--- src/dpll_defines.svh ---
// constants for the clock multiplier setup sequence
`ifndef DPLL_DEFINES_SVH
`define DPLL_DEFINES_SVH
// ============================================================
// device register addresses
`define DPLL_A_VCO_DIV 12'h094
`define DPLL_A_BYPASS 12'h095
`define DPLL_A_COMP_A 12'h790
`define DPLL_A_COMP_B 12'h791
`define DPLL_A_VCO_RST 12'h792
`define DPLL_A_PRED 12'h793
`define DPLL_A_CP 12'h794
`define DPLL_A_SETUP_A 12'h796
`define DPLL_A_SETUP_B 12'h797
`define DPLL_A_SETUP_C 12'h798
`define DPLL_A_FBDIV 12'h799
`define DPLL_A_SETUP_D 12'h7A0
`define DPLL_A_SETUP_E 12'h7A2
`define DPLL_A_LOCK 12'h7B5
// ============================================================
// device register values
`define DPLL_V_USE_PLL 8'h00
`define DPLL_V_BYPASS 8'h01
`define DPLL_V_COMP_BYP_A 8'hFF
`define DPLL_V_COMP_BYP_B 8'hFF
`define DPLL_V_COMP_PLL 8'h00
`define DPLL_V_SETUP_A 8'hE5
`define DPLL_V_SETUP_D 8'hBC
`define DPLL_V_SETUP_B1 8'h10
`define DPLL_V_SETUP_B2 8'h20
`define DPLL_V_SETUP_C 8'h10
`define DPLL_V_SETUP_E 8'h7F
`define DPLL_V_VCO_RST_ON 8'h02
`define DPLL_V_VCO_RST_OFF 8'h00
`define DPLL_PRED_UPPER 6'h06
`define DPLL_VDIV_UPPER 6'h00
`define DPLL_PRED_RESET 8'h18
`define DPLL_REG_RESET 8'h00
`define DPLL_NUM_REGS 13
`define DPLL_IDX_NONE 4'hF
`define DPLL_IDX_PRED 4'h5
`define DPLL_IDX_VCO_RST 4'h4
// ============================================================
// field positions
`define DPLL_F_BYPASS 0
`define DPLL_F_HALF 0
`define DPLL_F_THIRD 1
`define DPLL_F_CAL 1
`define DPLL_F_LOCK 0
// ============================================================
// limits
`define DPLL_CP_MIN 6'h04
`define DPLL_CP_MAX 6'h10
`define DPLL_N_MIN 6'h02
`define DPLL_N_MAX 6'h32
`define DPLL_PFD_MIN_MHZ 14'h0019
`define DPLL_PFD_MAX_MHZ 14'h0302
`define DPLL_PFD_BAND_MHZ 14'h00E1
// ============================================================
// timing
`define DPLL_CLK_NS 4
`define DPLL_PAUSE_MS 100
// ============================================================
// host apb map
`define DPLL_APB_CTRL 12'h000
`define DPLL_APB_CFG 12'h004
`define DPLL_APB_REF 12'h008
`define DPLL_APB_STAT 12'h00C
`define DPLL_CTRL_START 0
`define DPLL_CTRL_BYPASS 1
`define DPLL_STEP_BYP_LAST 5'h02
`define DPLL_STEP_PAUSE1 5'h09
`define DPLL_STEP_PAUSE2 5'h0E
`define DPLL_STEP_READ 5'h0F
`endif

--- src/dpll_pkg.sv ---
// types shared by both ends of the setup link
package dpll_pkg;
  typedef logic [11:0] dpll_addr_t;
  typedef logic [7:0] dpll_byte_t;
  typedef enum logic [1:0] {
    DPLL_IDLE = 2'b00,
    DPLL_REQ = 2'b01,
    DPLL_PAUSE = 2'b11
  } dpll_state_e;
endpackage

--- src/dpll_if.sv ---
// register access link between host and device
`timescale 1ns/1ns
interface dpll_if;
  logic req;
  logic we;
  dpll_pkg::dpll_addr_t addr;
  dpll_pkg::dpll_byte_t wdata;
  logic ack;
  dpll_pkg::dpll_byte_t rdata;
  modport host (output req, output we, output addr, output wdata, input ack, input rdata);
  modport dev (input req, input we, input addr, input wdata, output ack, output rdata);
endinterface

--- src/dpll_host.sv ---
// host end: apb controlled sequencer for the clock multiplier setup
`timescale 1ns/1ns
`include "dpll_defines.svh"
// Overview of operation
// - bypass register 0x00 pll, 0x01 direct clock
// - first companion 0xFF bypass, 0x00 pll
// - second companion 0x00 pll, bypass value
// - bypass: two companion writes, then stop
// - fixed setup writes in given order
// - charge pump current 0x04 to 0x10
// - adc clock divide code n minus one
// - feedback divider from clock ratio formula
// - predivide code n minus one
// - phase detector between 25 and 770 MHz
// - vco band limits detector to 225 MHz
// - keep upper predivider and divide bits
// - third select divides vco by three
// - half and third never set together
// - pulse vco reset, wait, check lock
module dpll_host #(
  parameter int unsigned PAUSE_CYCLES = `DPLL_PAUSE_MS * 1000000 / `DPLL_CLK_NS
) (
  // clock and reset
  input wire logic pclk,
  input wire logic presetn,
  // apb slave
  input wire logic psel,
  input wire logic penable,
  input wire logic pwrite,
  input wire logic [11:0] paddr,
  input wire logic [31:0] pwdata,
  output logic [31:0] prdata,
  output logic pready,
  output logic pslverr,
  // link
  dpll_if.host link
);
  // ============================================================
  // configuration checks
  function automatic logic dpll_cfg_ok(input logic [31:0] cfg, input logic [31:0] rf);
    logic [13:0] m;
    logic [13:0] r;
    logic [5:0] cp;
    logic [5:0] n;
    m = {12'h000, cfg[17:16]} + 14'h0001;
    r = {2'b00, rf[11:0]};
    cp = cfg[5:0];
    n = cfg[13:8];
    dpll_cfg_ok = 1'b1;
    if (cp < `DPLL_CP_MIN || cp > `DPLL_CP_MAX) begin
      dpll_cfg_ok = 1'b0;
    end
    if (n < `DPLL_N_MIN || n > `DPLL_N_MAX) begin
      dpll_cfg_ok = 1'b0;
    end
    if (cfg[20] & cfg[21]) begin
      dpll_cfg_ok = 1'b0;
    end
    if (r < `DPLL_PFD_MIN_MHZ * m || r > `DPLL_PFD_MAX_MHZ * m) begin
      dpll_cfg_ok = 1'b0;
    end
    if (rf[16] && r > `DPLL_PFD_BAND_MHZ * m) begin
      dpll_cfg_ok = 1'b0;
    end
  endfunction

  // ============================================================
  // step table
  function automatic dpll_pkg::dpll_addr_t dpll_step_addr(input logic [4:0] s);
    case (s)
      5'h00: dpll_step_addr = `DPLL_A_BYPASS;
      5'h01: dpll_step_addr = `DPLL_A_COMP_A;
      5'h02: dpll_step_addr = `DPLL_A_COMP_B;
      5'h03: dpll_step_addr = `DPLL_A_SETUP_A;
      5'h04: dpll_step_addr = `DPLL_A_SETUP_D;
      5'h05: dpll_step_addr = `DPLL_A_CP;
      5'h06: dpll_step_addr = `DPLL_A_SETUP_B;
      5'h07: dpll_step_addr = `DPLL_A_SETUP_B;
      5'h08: dpll_step_addr = `DPLL_A_SETUP_C;
      5'h09: dpll_step_addr = `DPLL_A_SETUP_E;
      5'h0A: dpll_step_addr = `DPLL_A_FBDIV;
      5'h0B: dpll_step_addr = `DPLL_A_PRED;
      5'h0C: dpll_step_addr = `DPLL_A_VCO_DIV;
      5'h0D: dpll_step_addr = `DPLL_A_VCO_RST;
      5'h0E: dpll_step_addr = `DPLL_A_VCO_RST;
      default: dpll_step_addr = `DPLL_A_LOCK;
    endcase
  endfunction

  function automatic dpll_pkg::dpll_byte_t dpll_step_data(input logic [4:0] s,
                                                          input logic byp,
                                                          input logic [31:0] cfg);
    case (s)
      5'h00: dpll_step_data = byp ? `DPLL_V_BYPASS : `DPLL_V_USE_PLL;
      5'h01: dpll_step_data = byp ? `DPLL_V_COMP_BYP_A : `DPLL_V_COMP_PLL;
      5'h02: dpll_step_data = byp ? `DPLL_V_COMP_BYP_B : `DPLL_V_COMP_PLL;
      5'h03: dpll_step_data = `DPLL_V_SETUP_A;
      5'h04: dpll_step_data = `DPLL_V_SETUP_D;
      5'h05: dpll_step_data = {2'b00, cfg[5:0]};
      5'h06: dpll_step_data = `DPLL_V_SETUP_B1;
      5'h07: dpll_step_data = `DPLL_V_SETUP_B2;
      5'h08: dpll_step_data = `DPLL_V_SETUP_C;
      5'h09: dpll_step_data = `DPLL_V_SETUP_E;
      5'h0A: dpll_step_data = {cfg[19:18], cfg[13:8]};
      5'h0B: dpll_step_data = {`DPLL_PRED_UPPER, cfg[17:16]};
      5'h0C: dpll_step_data = {`DPLL_VDIV_UPPER, cfg[21:20]};
      5'h0D: dpll_step_data = `DPLL_V_VCO_RST_ON;
      5'h0E: dpll_step_data = `DPLL_V_VCO_RST_OFF;
      default: dpll_step_data = 8'h00;
    endcase
  endfunction

  // ============================================================
  // state
  dpll_pkg::dpll_state_e state_ff;
  dpll_pkg::dpll_state_e nxt_state;
  logic [4:0] step_ff;
  logic [4:0] nxt_step;
  logic [31:0] cnt_ff;
  logic [31:0] nxt_cnt;
  logic [31:0] cfg_ff;
  logic [31:0] ref_ff;
  logic bypass_ff;
  logic busy_ff;
  logic done_ff;
  logic locked_ff;
  logic cfg_err_ff;
  logic lock_fail_ff;
  dpll_pkg::dpll_addr_t addr_ff;
  dpll_pkg::dpll_byte_t wdata_ff;
  logic we_ff;
  logic [31:0] prdata_ff;

  // ============================================================
  // apb decode
  wire apb_wr = psel & penable & pwrite;
  wire sel_ctrl = paddr == `DPLL_APB_CTRL;
  wire sel_cfg = paddr == `DPLL_APB_CFG;
  wire sel_ref = paddr == `DPLL_APB_REF;
  wire sel_stat = paddr == `DPLL_APB_STAT;
  wire mapped = sel_ctrl | sel_cfg | sel_ref | sel_stat;
  wire idle = state_ff == dpll_pkg::DPLL_IDLE;
  // settings are frozen while a sequence runs
  wire wr_ctrl = apb_wr & sel_ctrl & idle;
  wire wr_cfg = apb_wr & sel_cfg & idle;
  wire wr_ref = apb_wr & sel_ref & idle;
  wire start = wr_ctrl & pwdata[`DPLL_CTRL_START];
  wire start_byp = pwdata[`DPLL_CTRL_BYPASS];
  wire cfg_good = dpll_cfg_ok(cfg_ff, ref_ff);
  wire launch = start & (start_byp | cfg_good);
  wire reject = start & ~start_byp & ~cfg_good;
  wire [31:0] stat_word = {27'h0000000, lock_fail_ff, cfg_err_ff, locked_ff, done_ff, busy_ff};
  wire [31:0] ctrl_word = {30'h0000000, bypass_ff, 1'b0};

  assign pready = 1'b1;
  assign pslverr = psel & penable & ~mapped;
  wire [31:0] rd_mux = sel_ctrl ? ctrl_word :
                       sel_cfg ? cfg_ff :
                       sel_ref ? ref_ff :
                       sel_stat ? stat_word : 32'h00000000;
  assign prdata = prdata_ff;

  // ============================================================
  // sequencer
  wire acked = (state_ff == dpll_pkg::DPLL_REQ) & link.ack;
  wire byp_end = bypass_ff & (step_ff == `DPLL_STEP_BYP_LAST);
  wire read_end = step_ff == `DPLL_STEP_READ;
  wire to_pause = ~bypass_ff & ((step_ff == `DPLL_STEP_PAUSE1) |
                                (step_ff == `DPLL_STEP_PAUSE2));
  wire pause_end = (state_ff == dpll_pkg::DPLL_PAUSE) & (cnt_ff == 32'h00000000);
  wire finish = acked & (byp_end | read_end);
  wire advance = (acked & ~finish & ~to_pause) | pause_end;

  always_comb begin
    nxt_state = state_ff;
    nxt_step = step_ff;
    nxt_cnt = cnt_ff;
    unique case (state_ff)
      dpll_pkg::DPLL_IDLE: begin
        if (launch) begin
          nxt_state = dpll_pkg::DPLL_REQ;
          nxt_step = 5'h00;
        end
      end
      dpll_pkg::DPLL_REQ: begin
        if (finish) begin
          nxt_state = dpll_pkg::DPLL_IDLE;
        end else if (acked & to_pause) begin
          nxt_state = dpll_pkg::DPLL_PAUSE;
          nxt_cnt = PAUSE_CYCLES - 32'h00000001;
        end else if (acked) begin
          nxt_step = step_ff + 5'h01;
        end
      end
      dpll_pkg::DPLL_PAUSE: begin
        if (pause_end) begin
          nxt_state = dpll_pkg::DPLL_REQ;
          nxt_step = step_ff + 5'h01;
        end else begin
          nxt_cnt = cnt_ff - 32'h00000001;
        end
      end
    endcase
  end

  always_ff @(posedge pclk or negedge presetn) begin
    if (!presetn) begin
      state_ff <= dpll_pkg::DPLL_IDLE;
      step_ff <= 5'h00;
      cnt_ff <= 32'h00000000;
    end else begin
      state_ff <= nxt_state;
      step_ff <= nxt_step;
      cnt_ff <= nxt_cnt;
    end
  end

  // ============================================================
  // link request fields
  always_ff @(posedge pclk or negedge presetn) begin
    if (!presetn) begin
      addr_ff <= 12'h000;
      wdata_ff <= 8'h00;
      we_ff <= 1'b0;
    end else if (launch | advance) begin
      addr_ff <= dpll_step_addr(nxt_step);
      wdata_ff <= dpll_step_data(nxt_step, launch ? start_byp : bypass_ff, cfg_ff);
      we_ff <= nxt_step != `DPLL_STEP_READ;
    end
  end

  assign link.req = state_ff == dpll_pkg::DPLL_REQ;
  assign link.we = we_ff;
  assign link.addr = addr_ff;
  assign link.wdata = wdata_ff;

  // ============================================================
  // software registers and status
  always_ff @(posedge pclk or negedge presetn) begin
    if (!presetn) begin
      cfg_ff <= 32'h00000000;
      ref_ff <= 32'h00000000;
      bypass_ff <= 1'b0;
      busy_ff <= 1'b0;
      done_ff <= 1'b0;
      locked_ff <= 1'b0;
      cfg_err_ff <= 1'b0;
      lock_fail_ff <= 1'b0;
      prdata_ff <= 32'h00000000;
    end else begin
      // read word captured in the setup cycle
      if (psel & ~penable) begin
        prdata_ff <= rd_mux;
      end
      if (wr_cfg) begin
        cfg_ff <= {10'h000, pwdata[21:16], 2'b00, pwdata[13:8], 2'b00, pwdata[5:0]};
      end
      if (wr_ref) begin
        ref_ff <= {15'h0000, pwdata[16], 4'h0, pwdata[11:0]};
      end
      if (launch) begin
        bypass_ff <= start_byp;
      end
      busy_ff <= launch | (busy_ff & ~finish);
      done_ff <= finish | (done_ff & ~start);
      cfg_err_ff <= reject | (cfg_err_ff & ~start);
      if (start) begin
        locked_ff <= 1'b0;
        lock_fail_ff <= 1'b0;
      end
      if (acked & read_end) begin
        locked_ff <= link.rdata[`DPLL_F_LOCK];
        lock_fail_ff <= ~link.rdata[`DPLL_F_LOCK];
      end
    end
  end
endmodule

--- src/flat_wrapper.sv ---
// flat-port wrapper written by rule: the top's interface ports become plain ports
module dpll_host_flat 
#(
  parameter int unsigned PAUSE_CYCLES = `DPLL_PAUSE_MS * 1000000 / `DPLL_CLK_NS
)
  (pclk, presetn, psel, penable, pwrite, paddr, pwdata, prdata, pready, pslverr, link_req, link_we, link_addr, link_wdata, link_ack, link_rdata);
  dpll_if link_i ();
  input wire logic pclk;
  input wire logic presetn;
  input wire logic psel;
  input wire logic penable;
  input wire logic pwrite;
  input wire logic [11:0] paddr;
  input wire logic [31:0] pwdata;
  output logic [31:0] prdata;
  output logic pready;
  output logic pslverr;
  output wire logic [$bits(link_i.req)-1:0] link_req;
  output wire logic [$bits(link_i.we)-1:0] link_we;
  output wire logic [$bits(link_i.addr)-1:0] link_addr;
  output wire logic [$bits(link_i.wdata)-1:0] link_wdata;
  input wire logic [$bits(link_i.ack)-1:0] link_ack;
  input wire logic [$bits(link_i.rdata)-1:0] link_rdata;
  assign link_req = link_i.req;
  assign link_we = link_i.we;
  assign link_addr = link_i.addr;
  assign link_wdata = link_i.wdata;
  assign link_i.ack = link_ack;
  assign link_i.rdata = link_rdata;
  dpll_host #(.PAUSE_CYCLES(PAUSE_CYCLES)) u_core (.pclk(pclk), .presetn(presetn), .psel(psel), .penable(penable), .pwrite(pwrite), .paddr(paddr), .pwdata(pwdata), .prdata(prdata), .pready(pready), .pslverr(pslverr), .link(link_i));
endmodule
--- config.mk ---
export PLATFORM = sky130hd
export DESIGN_NAME = dpll_host_flat
export DESIGN_NICKNAME = d
export VERILOG_FILES = /design/src/dpll_pkg.sv /design/src/dpll_if.sv /design/src/dpll_host.sv /design/src/flat_wrapper.sv
export VERILOG_INCLUDE_DIRS = /design/src
export SDC_FILE = /design/constraint.sdc
export NUM_CORES = 1
export LEC_CHECK = 0
export ABC_AREA = 0
export BUFFER_PORTS_ARGS = -buffer_cell sky130_fd_sc_hd__buf_2
export CORE_UTILIZATION = 55
export DETAILED_ROUTE_END_ITERATION = 16
export GPL_TIMING_DRIVEN = 0
export PLACE_DENSITY = 0.81
export SLEW_MARGIN = 5
export SYNTH_ARGS = -nofsm -noshare
export SYNTH_HDL_FRONTEND = slang
export SYNTH_SLANG_ARGS = --single-unit
--- constraint.sdc ---
create_clock -name pclk -period 12.5 [get_ports pclk]
set_input_delay 1.25 -clock pclk [delete_from_list [all_inputs] [get_ports pclk]]
set_output_delay 1.25 -clock pclk [all_outputs]
set_load 0.05 [all_outputs]
Word-level counts from Yosys, hierarchy flattened

Memories as Yosys holds them, arrays and structs flattened.
Index checks and enable logic that the tools add are counted.

Bits in registers: 129
Memory bits (read-only): 144
Input bits: 58
Output and inout port bits: 56
Logic and storage cells: 151
Memories: 1

Add/sub/neg operators: 3
$mul: 3
$lt $le $gt $ge: 7
Equality and inequality tests: 29
Multiplexer cells: 32
Bitwise gates (word level): 47
Reduce and logical (&&, ||, !) cells: 14

Memories:

| name            | words | width | read ports | clocked after memory_dff | write ports | RTL line        | RTL |
|---|---|---|---|---|---|---|---|
| (no name shown) | 16    | 9     | 1          | 0                        | 0           | dpll_host.sv:70 | `case (s)` |

Operator list:

| cell                  | number |
|---|---|
| $mux 32               | 6 |
| $pmux 8 s12           | 1 |
| $pmux 32 s2           | 1 |
| $eq 5x4->1 const B    | 9 |
| $logic_not 32->1      | 1 |
| $sub 32x1->32 const B | 1 |
| $mux 5                | 6 |
| $gt 12x14->1          | 2 |
| $and 1x1->1           | 27 |
| $eq 12x4->1 const B   | 2 |
| $eq 5x3->1 const B    | 4 |
| $eq 5x2->1 const B    | 3 |
| $pmux 5 s3            | 1 |
| $lt 12x14->1          | 1 |
| $mul 5x14->14 const A | 1 |
| $mul 8x14->14 const A | 1 |
| $mul 9x14->13 const A | 1 |
| $eq 12x3->1 const B   | 1 |
| $logic_not 12->1      | 1 |
| $mux 12               | 1 |
| $or 1x1->1            | 11 |
| $mux 1                | 10 |
| $not 1->1             | 9 |
| $mux 2                | 4 |
| 23 further kinds      | 30 |

Longest topological paths before layout

Gate-level depths: netlist (run 1).

Depth after elaboration: 14
Gate-level depth with buffers: 25
Depth with buffers taken out: 22

Worst setup path before layout (run 1)

OpenSTA, ideal clock, no wires.

Kind: register to register
Start: register u_core.cfg_ff[16]
End: register u_core.wdata_ff[5] (netlist: u_core.link.wdata[5])
Setup time: 0.126 ns
Arrival time: 4.917 ns
Required time: 12.374 ns
Slack: 7.457 ns
Stages on the path, launching flop included: 26
Path buffers: 4
Cell sequence: dfrtp_1 inv_1 ha_1 inv_1 ha_1 nand2b_1 a21oi_1 ha_1 nand3_1 or3b_1 a221oi_2 o221ai_1 and4_1 buf_6 a21oi_1 clkbuf_1 a21oi_1 ha_1 clkbuf_1 or2_2 nor3_1 nor3_1 o31a_1 buf_6 a21boi_1 a221o_1

Word-level cells in the longest chain between the ends: 13
Elaborated cells between the ends (all ways): 35
Classes of those cells: add/sub (1); mul (3); order compare (3); eq/ne (13); mux (7); bitwise (3); reduce/logical (5)

RTL lines:

| item                                                                   | RTL line         | RTL |
|---|---|---|
| start, declared                                                        | dpll_host.sv:121 | `logic [31:0] cfg_ff;` |
| start signal, assigned                                                 | dpll_host.sv:256 | `cfg_ff <= {10'h000, pwdata[21:16], 2'b00, pwdata[13:8], 2'b00, pwdata[5:0]};` |
| $add 2x1->3 *                                                          | dpll_host.sv:45  | `m = {12'h000, cfg[17:16]} + 14'h0001;` |
| $mul 5x14->14 (no source line) / $mul 9x14->13 (equally long branches) | -                |  |
| $lt 12x14->1 / $gt 12x14->1 (equally long branches)                    | dpll_host.sv:59  | `` if (r < `DPLL_PFD_MIN_MHZ * m \|\| r > `DPLL_PFD_MAX_MHZ * m) begin `` |
| $logic_or 1x1->1                                                       | dpll_host.sv:59  |  |
| $mux 1                                                                 | dpll_host.sv:59  |  |
| $mux 1 *                                                               | dpll_host.sv:62  | `` if (rf[16] && r > `DPLL_PFD_BAND_MHZ * m) begin `` |
| $or 1x1->1 *                                                           | dpll_host.sv:150 | `wire launch = start & (start_byp \| cfg_good);` |
| $and 1x1->1 *                                                          | dpll_host.sv:150 |  |
| $mux 5                                                                 | dpll_host.sv:180 | `if (launch) begin` |
| $pmux 5 s3                                                             | dpll_host.sv:178 | `unique case (state_ff)` |
| $eq 5x3->1, or another cell as far along                               | dpll_host.sv:93  | `case (s)` |
| $reduce_or 2->1 (no source line)                                       | -                |  |
| $pmux 8 s12                                                            | dpll_host.sv:93  |  |
| end signal, assigned                                                   | dpll_host.sv:227 | `wdata_ff <= dpll_step_data(nxt_step, launch ? start_byp : bypass_ff, cfg_ff);` |
| end, declared                                                          | dpll_host.sv:130 | `dpll_pkg::dpll_byte_t wdata_ff;` |

Every way passes the cells marked *; elsewhere a longest branch is shown, timed or not.
A chain may end at the register's enable or synchronous reset.

Worst setup path in the final report (run 1)

Ends and elaborated chain as after synthesis.

==> flow_metrics.py, run 1 <==
metrics = {
    "outcome": {
        "status": "complete, no violations",
    },
    "logic_synthesis": {
        "ys_types": 76,
        "synth_top_family_by_area": "simple AND/OR/NAND/NOR gates",
        "synthMuxAreaShare_pct": 6.70,
        "syn_inst": 665,
        "synthAdderAreaFrac_pct": 6.34,
        "synth_edf_count": 0,
        "synth_compound_area_share_pct": 15.2,
        "yosysWarnings": 0,
        "yosys.area_share.simple_pct": 18.3,
        "ys_ff_latch": 113,
        "synth_top_area_cell": "dfrtp_1",
        "synth_area_um2": 6510,
        "synth_top_area_share_pct": 43.4,
        "synth.top_cells.by_area": "dfrtp_1 43%, ha_1 6.3%, mux2_2 6.1%",
        "synth_xor_area_share_pct": 4.40,
        "async_flop_share_pct": 100,
        "synthFlopType": "dfrtp_1",
        "synth_seq_area_share_pct": 43.4,
        "syn-mean-instance-area_um2": 9.80,
    },
    "power": {
        "p_leak_nw": 3.66,
        "power_density_nw_per_um2": 197,
        "power_mw": 1.52,
        "ir_drop_v": 0.000160,
    },
    "hold_path": {
        "min_from": "u_core.link.addr[7]",
        "hold_class": "flip-flop to flip-flop",
        "hold-path-endpoint": "u_core.link.addr[7]",
        "hold_path_depth": 1,
    },
    "clocking": {
        "hold_buffers": 0,
        "cts_resized": 0,
        "clkSinkCount": 113,
        "htree_num_levels": 4,
        "cts_max_path_buffers": 2,
        "clock_latency_ns": 0.42,
        "clk_pin_slew_ns": 0.05,
        "cts_tree": "built",
        "clock-root-buffer": "clkbuf_16",
        "post-cts-setup-buffers": 0,
        "cts_made_buffers": 17,
    },
    "setup_path": {
        "max_stage_delay_ns": 0.66,
        "end_kind": "flip-flop",
        "reg2reg_depth": 25,
        "worstSetupStartpoint": "u_core.cfg_ff[16]",
        "path_delay_family": "compound AO/OA/AOI/OAI gates",
        "critPathMaxFanout": 10,
        "cp_slowest_cell": "a21oi_1",
        "worstPathArrival_ns": 6.48,
        "timing.rr.end": "u_core.link.wdata[5]",
        "path_buf_inv": 6,
        "cp_common_cell": "ha_1",
        "startpoint_type": "flip-flop",
        "cp_data_required_time_ns": 12.80,
        "rrSetupSlack_ns": 6.32,
        "worstSetupPathType": "flip-flop to flip-flop",
        "reg2reg_from": "u_core.cfg_ff[16]",
    },
    "floorplanning": {
        "fp.dieH_um": 111,
        "dieArea_um2": 12300,
        "die_w_um": 111,
        "placementRows": 39,
        "ios": 114,
        "core_region_area_um2": 11500,
        "start_util_pct": 56.8,
    },
    "timing": {
        "rsz0062_at_grt": "false",
        "hold_viol": 0,
        "maxSlewViolCount": 0,
        "fmax_mhz": 162,
        "fin_tns_setup_ns": 0,
        "fin_crit_sh_pct": 49.4,
        "relSlewSlack_pct": 18.4,
        "period_needed_ns": 6.18,
        "max_slew.worst_pin.slew_ns": 1.22,
        "finalSetupViolCount": 0,
        "finClkSkew_ns": 0.00954,
    },
    "placed_design": {
        "dp_hpwl_um": 12000,
        "gp_congestion": 0.907,
        "io_buffers": 78,
    },
    "finish": {
        "layout-drive-gt1-share_pct": 23.2,
        "syn2layout_area_growth_pct": 18.2,
        "fillers": 904,
        "antennaDiodeCount": 0,
        "final_common_cell": "dfrtp_1",
        "layout_common_cells": "113 x dfrtp_1, 79 x nand2_1, 78 x buf_2, 44 x nor2_1, 35 x mux2_2",
        "nets": 867,
    },
    "route": {
        "drc": 0,
        "drtAntennaViolNets": 0,
        "vias": 5587,
        "post_drt_via_cell_ratio": 6.00,
        "dr.pass1.iters": 5,
        "drt_iter0_drc": 322,
        "wl_per_cell_um": 17.8,
        "routed_wl_um": 16600,
    },
    "global_routing": {
        "busiest_layer": "met2",
        "use_met2_pct": 46.7,
        "globalRouteMet3Util_pct": 6.72,
        "grt_use_total_pct": 28.9,
        "grt_first_pass_wirelength_um": 28200,
        "met1_usage_pct": 37.4,
        "grt_max_degree": 90,
        "antenna_found_initial": 0,
        "grt_overflow": 0,
        "grt_pass1_vias": 5680,
    },
    "job": {
        "drv_cap": 0,
    },
}
-- cell families (layout without fill, tap and decap cells) --
logic type      Yosys count  count (layout)
simple gates            237             237
compound gates          140             140
flops                   113             113
buf+inv                  71             181
mux                      38              38
fa+ha+maj                33              33
xor+xnor                 31              31
other cells               2              15
-- worst max-delay path by stage --
| stage | end | slack [ns] | cells after the start |
|---|---|---|---|
| final | u_core.link.wdata[5] | 6.32 | 25 |
| after floorplan | u_core.link.wdata[5] | 7.46 | 25 |
| after global placement | u_core.link.wdata[2] | 6.37 | 23 |
| after global routing | u_core.link.wdata[5] | 5.94 | 22 |
| after CTS | u_core.link.wdata[5] | 6.37 | 25 |
| after detailed placement | u_core.link.wdata[5] | 6.40 | 25 |
-- flip-flops by register name (all words and copies together) (netlist names) --
signal	flops
u_core.ref_ff	13
u_core.bypass_ff	1
u_core.locked_ff	1
u_core.link.we	1
u_core.link.addr	8
u_core.lock_fail_ff	1
u_core.done_ff	1
u_core.prdata	20
u_core.cnt_ff	32
u_core.state_ff	2
u_core.cfg_err_ff	1
u_core.step_ff	5
u_core.link.wdata	8
u_core.cfg_ff	18
u_core.busy_ff	1
-- layout make-up --
| cell class | instances | area, um^2 | area share (%) |
|---|---|---|---|
| Tap cell | 143 | 179 | 2.32 |
| Inverter | 29 | 109 | 1.41 |
| Clock buffer | 25 | 505 | 6.56 |
| Timing Repair Buffer | 79 | 424 | 5.51 |
| Multi-Input combinational cell | 494 | 3370 | 43.8 |
| Sequential cell | 113 | 2830 | 36.7 |
| Buffer | 42 | 253 | 3.28 |
| Clock inverter | 6 | 30.0 | 0.390 |
-- synth_stat cells (all sizes together) (6+ instances only) --
master / count
a211oi: 7
a21oi: 20
a22oi: 11
a31oi: 6
and2: 6
buf: 24
clkbuf: 18
dfrtp: 113
ha: 33
inv: 29
mux2: 35
nand2: 79
nand3: 17
nand4: 9
nor2: 44
nor3: 21
nor4: 13
o21ai: 38
o31ai: 7
or3: 8
or4: 9
xnor2: 22
xor2: 8
-- layer usage --
metal / part of all wire, % / vias to the layer above
met2: 49 / 198
met5: 0 / -
met3: 5.1 / 42
met4: 2.5 / 0
li1: - / 2610
met1: 44 / 2737
-- where the power goes --
group,switching (mW),total [mW],internal [mW]
logic,0.376,0.571,0.195
registers,0.0709,0.508,0.437
clock network,0.164,0.439,0.276
-- worst register-to-register path, stage by stage, from the launching register on --
cell and delay [ns]:
dfrtp_1 0.59, inv_1 0.30, ha_1 0.33, inv_1 0.07
ha_1 0.13, nand2b_1 0.09, a21oi_1 0.08, ha_1 0.30
nand3_1 0.10, or3b_1 0.41, a221oi_2 0.18, o221ai_1 0.16
and4_1 0.25, buf_6 0.13, a21oi_1 0.66, clkbuf_1 0.45
a21oi_1 0.14, ha_1 0.19, clkbuf_1 0.21, or2_2 0.38
nor3_1 0.15, nor3_1 0.06, o31a_1 0.15, buf_6 0.14
a21boi_1 0.14, a221o_1 0.28
-- stage by stage --
step | util [%] | hold WS [ns] | cell area (um^2) | instances | worst slack, ns
finish | 67.2 | 0.473 | 7700 | 931 | 6.32
global route | 67.2 | 0.503 | 7700 | 931 | 5.94
CTS | 67.2 | 0.473 | 7700 | 931 | 6.37
detailed placement | 62.5 | 0.451 | 7170 | 900 | 6.40
global placement | 62.2 | 0.449 | 7130 | 899 | 6.37
floorplan | - | 0.480 | 6560 | 678 | 7.46
(Power assumes the default switching activity.)
==> run 2, diff against run 1 <==
--- a/config.mk
+++ b/config.mk
@@ -6,12 +6,12 @@
 export SDC_FILE = /design/constraint.sdc
 export NUM_CORES = 1
 export LEC_CHECK = 0
-export ABC_AREA = 0
+export ABC_AREA = 1
 export BUFFER_PORTS_ARGS = -buffer_cell sky130_fd_sc_hd__buf_2
 export CORE_UTILIZATION = 55
 export DETAILED_ROUTE_END_ITERATION = 16
 export GPL_TIMING_DRIVEN = 0
-export PLACE_DENSITY = 0.81
+export PLACE_DENSITY = 0.8
 export SLEW_MARGIN = 5
 export SYNTH_ARGS = -nofsm -noshare
 export SYNTH_HDL_FRONTEND = slang
==> constraint.sdc (replaced) <==
create_clock -name pclk -period 5.9 [get_ports pclk]
set_input_delay 0.59 -clock pclk [delete_from_list [all_inputs] [get_ports pclk]]
set_output_delay 0.59 -clock pclk [all_outputs]
set_load 0.05 [all_outputs]
==> flow_metrics.py, run 2 <==
metrics = {
    "outcome": {
        "status": "complete, no violations",
    },
    "timing": {
        "fmax_mhz": 204,
        "fin_ws_ns": 0.999,
        "max_slew.worst_pin.slew_ns": 0.893,
        "period_needed_ns": 4.90,
        "rsz0062_at_grt": "false",
        "fin_tns_setup_ns": 0,
        "hold-worst-slack_ns": 0.00858,
        "finalSetupViolCount": 0,
        "finClkSkew_ns": 0.00659,
        "fin_crit_sh_pct": 83.1,
        "hold_viol": 0,
        "maxSlewViolCount": 0,
        "relSlewSlack_pct": 39.9,
    },
    "global_routing": {
        "grt_max_degree": 94,
        "grt_use_total_pct": 29.2,
        "grt_pass1_vias": 6183,
        "grt_overflow": 0,
        "antenna_found_initial": 1,
        "grt_first_pass_wirelength_um": 29500,
    },
    "finish": {
        "final_util_pct": 67.6,
        "final_common_cell": "nand2_1",
        "layout_common_cells": "228 x nand2_1, 129 x nor2_1, 121 x inv_1, 113 x dfrtp_1, 81 x buf_2",
        "nets": 1140,
        "largest_reg_flops": 32,
        "syn2layout_area_growth_pct": 18.9,
        "regMostFlops": "u_core.cnt_ff",
        "antennaDiodeCount": 0,
        "layout-drive-gt1-share_pct": 15.3,
    },
    "route": {
        "drt_iter0_drc": 504,
        "dr.pass1.iters": 5,
        "drc": 0,
        "drtAntennaViolNets": 0,
        "routed_wl_um": 17500,
        "post_drt_via_cell_ratio": 5.28,
        "wl_per_cell_um": 14.2,
        "vias": 6491,
    },
    "logic_synthesis": {
        "yosysWarnings": 0,
        "synth_area_um2": 6890,
        "async_flop_share_pct": 100,
        "synth_most_common_cell": "nand2_1",
        "syn_inst": 937,
        "synth_top_area_cell": "dfrtp_1",
        "synth_top_area_share_pct": 41.0,
        "ys_types": 45,
        "synth.top_cells.by_area": "dfrtp_1 41%, nand2_1 12%, nor2_1 7.0%",
        "synth_seq_area_share_pct": 41.0,
        "ys_ff_latch": 113,
        "synthFlopType": "dfrtp_1",
        "syn-mean-instance-area_um2": 7.35,
        "synth_edf_count": 0,
        "netlist_top_cells_count": "228 x nand2_1, 129 x nor2_1, 121 x inv_1",
    },
    "clocking": {
        "cts_resized": 0,
        "cts_tree": "built",
        "htree_num_levels": 4,
        "cts_made_buffers": 17,
        "clock_latency_ns": 0.42,
        "hold_buffers": 0,
        "clk_pin_slew_ns": 0.06,
        "clkSinkCount": 113,
        "clock-root-buffer": "clkbuf_16",
        "post-cts-setup-buffers": 0,
        "cts_max_path_buffers": 2,
    },
    "power": {
        "p_seq_share_pct": 31.4,
        "power_density_nw_per_um2": 409,
        "power_mw": 3.35,
        "combPwrFrac_pct": 36.9,
        "power_switching_share_pct": 40.4,
        "ir_drop_v": 0.000350,
        "p_leak_nw": 4.24,
        "p_clk_share_pct": 31.7,
        "p_int_mw": 2.00,
        "switching_power_mw": 1.35,
    },
    "floorplanning": {
        "fp.dieH_um": 114,
        "core_region_area_um2": 12100,
        "dieArea_um2": 13000,
        "ios": 114,
        "start_util_pct": 56.9,
        "die_w_um": 114,
        "placementRows": 40,
    },
    "setup_path": {
        "startpoint_type": "flip-flop",
        "critPathMaxFanout": 11,
        "worstSetupStartpoint": "u_core.cfg_ff[16]",
        "worstSetupPathType": "flip-flop to flip-flop",
        "cp_data_required_time_ns": 6.26,
        "reg2reg_depth": 25,
        "reg2reg_from": "u_core.cfg_ff[16]",
        "end_kind": "flip-flop",
        "worstPathArrival_ns": 5.26,
    },
    "placed_design": {
        "dp_slack_ns": 1.12,
        "io_buffers": 79,
        "dp_hpwl_um": 13100,
        "gp_congestion": 0.907,
    },
    "hold_path": {
        "hold_class": "primary input to async pin",
    },
    "job": {
        "drv_cap": 0,
    },
}
## run 2: changes by cell type after synthesis, sizes merged, moves of 7 or more
cell	previous run	this run
xnor2	22	1
or3	8	0
nand2	79	234
o21ai	38	70
nor3	21	14
inv	29	129
mux2	35	4
a22oi	11	4
nor2	44	137
a21oi	20	37
or4	9	0
nand3	17	52
## run 2: worst max-delay path, stage by stage (launching register included)
cell and delay [ns]:
dfrtp_1 0.67, inv_2 0.23, ha_1 0.49, inv_1 0.09, nand2_1 0.11, nand2_1 0.12
ha_1 0.32, inv_1 0.04, nor2_1 0.13, o21ai_0 0.11, nand2_1 0.07, a21boi_0 0.10
nand2_1 0.08, nand2_1 0.05, nand4_1 0.23, nand2_1 0.20, o21ai_0 0.49, ha_1 0.28
inv_1 0.11, nor2_2 0.28, nand2_1 0.15, o21ai_1 0.18, nor2_1 0.08, nand2_1 0.08
nand2_1 0.05, nand2_1 0.07
## run 2: path summary, 6_finish.rpt
check	endpoint	slack [ns]
min	u_core.prdata[4]	0.009
max reg2reg	u_core.link.wdata[0]	1.0
max in group asynchronous	u_core.link.wdata[4]	5.15
max	u_core.link.wdata[0]	1.0
min reg2reg	u_core.link.addr[7]	0.46
min in group pclk	u_core.ref_ff[7]	0.40
## run 2: area by class of cell
| type | count | area, um^2 |
|---|---|---|
| fillers | 1063 | 3920 |
| multi-input cells | 674 | 3430 |
| flip-flops and latches | 113 | 2830 |
| inverters | 131 | 492 |
| clock buffers | 22 | 484 |
| repair buffers | 80 | 429 |
| well taps | 168 | 210 |
| plain buffers | 32 | 188 |
| clock inverters | 9 | 130 |
## run 2: cells by family after synthesis
family | Yosys count | share of synthesized area (%)
AOI/OAI and AO/OA | 148 | 12.3
xor gates and xnor gates | 10 | 1.27
adders and majority gates | 33 | 5.99
buffers and inverters | 163 | 9.86
DFF | 113 | 41.0
muxes | 4 | 0.654
other | 2 | 0.109
and+or+nand+nor | 464 | 28.8
## run 2: per-stage QoR
stage	instances	area, um^2
6_report	1229	8190
3_3_place_gp	1197	7540
5_1_grt	1229	8190
4_1_cts	1229	8190
3_5_place_dp	1198	7580
2_1_floorplan	950	6940
## run 2: layer usage
layer / vias up / global-route usage [%] / part of all wire, %
met4: 2 / 10.6 / 2.3
met1: 2990 / 38.7 / 45
li1: 3231 / - / -
met2: 224 / 46.3 / 46
met5: - / 0 / 0.086
met3: 44 / 7.65 / 6.2
## run 2: power groups by stage
stage	clock network [mW]	logic, mW	registers (mW)
after floorplan	0	0.830	1.16
after global placement	0	1.21	1.06
after detailed placement	0	1.22	1.06
after CTS	1.07	1.23	1.05
after global routing	1.11	1.39	1.07
final	1.06	1.23	1.05
==> run 3, diff against run 2 <==
--- a/config.mk
+++ b/config.mk
@@ -6,12 +6,12 @@
 export SDC_FILE = /design/constraint.sdc
 export NUM_CORES = 1
 export LEC_CHECK = 0
-export ABC_AREA = 1
+export ABC_AREA = 0
 export BUFFER_PORTS_ARGS = -buffer_cell sky130_fd_sc_hd__buf_2
-export CORE_UTILIZATION = 55
+export CORE_UTILIZATION = 51
 export DETAILED_ROUTE_END_ITERATION = 16
 export GPL_TIMING_DRIVEN = 0
-export PLACE_DENSITY = 0.8
+export PLACE_DENSITY = 0.79
 export SLEW_MARGIN = 5
 export SYNTH_ARGS = -nofsm -noshare
 export SYNTH_HDL_FRONTEND = slang
==> constraint.sdc (replaced) <==
create_clock -name pclk -period 4.5 [get_ports pclk]
set_input_delay 0.45 -clock pclk [delete_from_list [all_inputs] [get_ports pclk]]
set_output_delay 0.45 -clock pclk [all_outputs]
set_load 0.05 [all_outputs]
==> flow_metrics.py, run 3 (synthesized netlist as in run 1, its figures left out) <==
metrics = {
    "setup_path": {
        "worstSetupPathType": "flip-flop to flip-flop",
        "worstPathArrival_ns": 4.81,
        "critPathMaxFanout": 5,
        "reg2reg_from": "u_core.cfg_ff[17]",
        "reg2reg_depth": 21,
        "path_delay_family": "compound AO/OA/AOI/OAI gates",
        "worstSetupStartpoint": "u_core.cfg_ff[17]",
        "max_stage_delay_ns": 0.49,
        "crit_cells": 21,
        "cp_data_required_time_ns": 4.80,
        "end_kind": "flip-flop",
        "path_buf_inv": 3,
        "startpoint_type": "flip-flop",
        "cp_common_cell": "ha_4",
        "cp_cell_sequence": "ha_4 -> buf_6 -> nand2b_4 -> a21oi_4 -> ha_4 -> nand3_4 -> or3b_4 -> a221oi_4 -> o221ai_2 -> and4_4 -> a21o_1 -> a21oi_4 -> inv_2 -> ha_4 -> or2_4 -> nor3_4 -> nor3_2 -> o31a_1 -> buf_6 -> a21boi_4 -> a221o_1",
        "cp_slowest_cell": "dfrtp_2",
    },
    "timing": {
        "maxSlewViolCount": 0,
        "max_slew.worst_pin.slew_ns": 0.944,
        "relSlewSlack_pct": 37.1,
        "finClkSkew_ns": 0.00559,
        "fmax_mhz": 222,
        "finalSetupViolCount": 2,
        "rsz0062_at_grt": "true",
        "fin_crit_sh_pct": 100,
        "fin_ws_ns": -0.0108,
        "period_needed_ns": 4.51,
        "hold_viol": 0,
    },
    "placed_design": {
        "gp_congestion": 0.923,
        "dpl_cell_area_um2": 7290,
        "io_buffers": 78,
        "dpl.cell_count": 925,
        "dp_slack_ns": -0.519,
        "dp_hpwl_um": 12300,
    },
    "floorplanning": {
        "start_util_pct": 53.3,
        "dieArea_um2": 13200,
        "die_w_um": 115,
        "placementRows": 40,
        "fp.dieH_um": 115,
        "ios": 114,
        "core_region_area_um2": 12200,
    },
    "finish": {
        "fillers": 940,
        "multi_input_area_um2": 3690,
        "antennaDiodeCount": 0,
        "layout_common_cells": "111 x dfrtp_1, 79 x nand2_1, 79 x buf_2, 44 x nor2_1, 41 x buf_4",
        "syn2layout_area_growth_pct": 29.0,
        "layout-drive-gt1-share_pct": 30.6,
        "nets": 893,
        "largest_reg_flops": 32,
        "seqCellArea_um2": 2830,
        "fin_cells": 983,
        "final_common_cell": "dfrtp_1",
        "fin_area_um2": 8400,
        "regMostFlops": "u_core.cnt_ff",
    },
    "hold_path": {
        "hold_class": "primary input to flip-flop",
        "min_from": "link_rdata[0]",
        "hold_path_depth": 2,
    },
    "power": {
        "ir_drop_v": 0.000259,
        "power_density_nw_per_um2": 572,
        "p_leak_nw": 3.90,
    },
    "job": {
        "drv_cap": 0,
    },
    "route": {
        "dr.pass1.iters": 5,
        "post_drt_via_cell_ratio": 5.95,
        "vias": 5847,
        "wl_per_cell_um": 18.9,
        "routed_wl_um": 18600,
        "drtAntennaViolNets": 0,
        "drt_iter0_drc": 470,
        "drc": 0,
    },
    "global_routing": {
        "grt_overflow": 0,
        "antenna_found_initial": 0,
        "grt_pass1_vias": 5917,
        "grt_use_total_pct": 29.5,
        "grt_max_degree": 90,
        "grt_first_pass_wirelength_um": 29600,
    },
    "clocking": {
        "clkSinkCount": 113,
        "cts_max_path_buffers": 2,
        "clk_pin_slew_ns": 0.06,
        "clock-root-buffer": "clkbuf_16",
        "cts_tree": "built",
        "htree_num_levels": 4,
        "clock_latency_ns": 0.42,
        "cts_made_buffers": 17,
    },
    "outcome": {
        "failed_checks": "negative setup slack",
        "status": "finished with violations",
    },
}
==> run 3: what timing repair did <==
item                                    4_1_cts  5_1_grt
cloned                                        1        0
resized for setup                            31       21
endpoints found under the setup margin       12       11
buffers inserted                             22        5
pin swaps                                    11       17
hold buffers                                  1        0
endpoints found under the hold margin        24        0
==> run 3: cell type report <==
cell class,count,area share [%]
repair buffers,108,8.01
flip-flops and latches,113,33.7
clock inverters,11,2.20
clock buffers,21,5.36
inverters,29,1.38
well taps,168,2.50
multi-input cells,494,43.9
plain buffers,39,2.92
==> run 3: final timing paths <==
check / end / slack, ns
setup reg to reg: u_core.link.wdata[2] / -0.01
max in group asynchronous: u_core.cfg_ff[16] / 3.28
hold reg to reg: u_core.prdata[18] / 0.47
hold / removal: u_core.lock_fail_ff / 0.25
min in group asynchronous: u_core.cnt_ff[22] / 0.46
setup / recovery: u_core.link.wdata[2] / -0.01
==> run 3: through the flow <==
step / power, mW / TNS, ns / util (%) / hold slack [ns]
CTS: 4.67 / -0.0112 / 67.8 / 0.239
global placement: 2.97 / -2.46 / 59.4 / 0.448
global route: 5.02 / -0.412 / 68.8 / 0.260
detailed placement: 3.04 / -3.14 / 59.7 / 0.330
finish: 4.81 / -0.0160 / 68.8 / 0.247
floorplan: 2.64 / 0 / - / 0.154
==> run 3: report_power, final <==
part	switching, mW	total, mW	internal, mW
logic	1.21	1.93	0.722
registers	0.203	1.42	1.21
clock network	0.473	1.46	0.991
==> run 3: routing by layer <==
layer  part of all wire, %  global-route usage [%]
met5                     0                       0
met4                   4.2                    16.2
met3                   6.3                    7.06
met2                    51                    50.6
met1                    39                    34.2
==> run 3: worst register-to-register path: cells and delay by family (launching register included) <==
family                     cells  cell delay, ns
AOI/OAI and AO/OA              8            1.59
and+or+nand+nor                7            1.28
adders and majority gates      3            0.70
DFF                            1            0.49
buffers and inverters          3            0.35
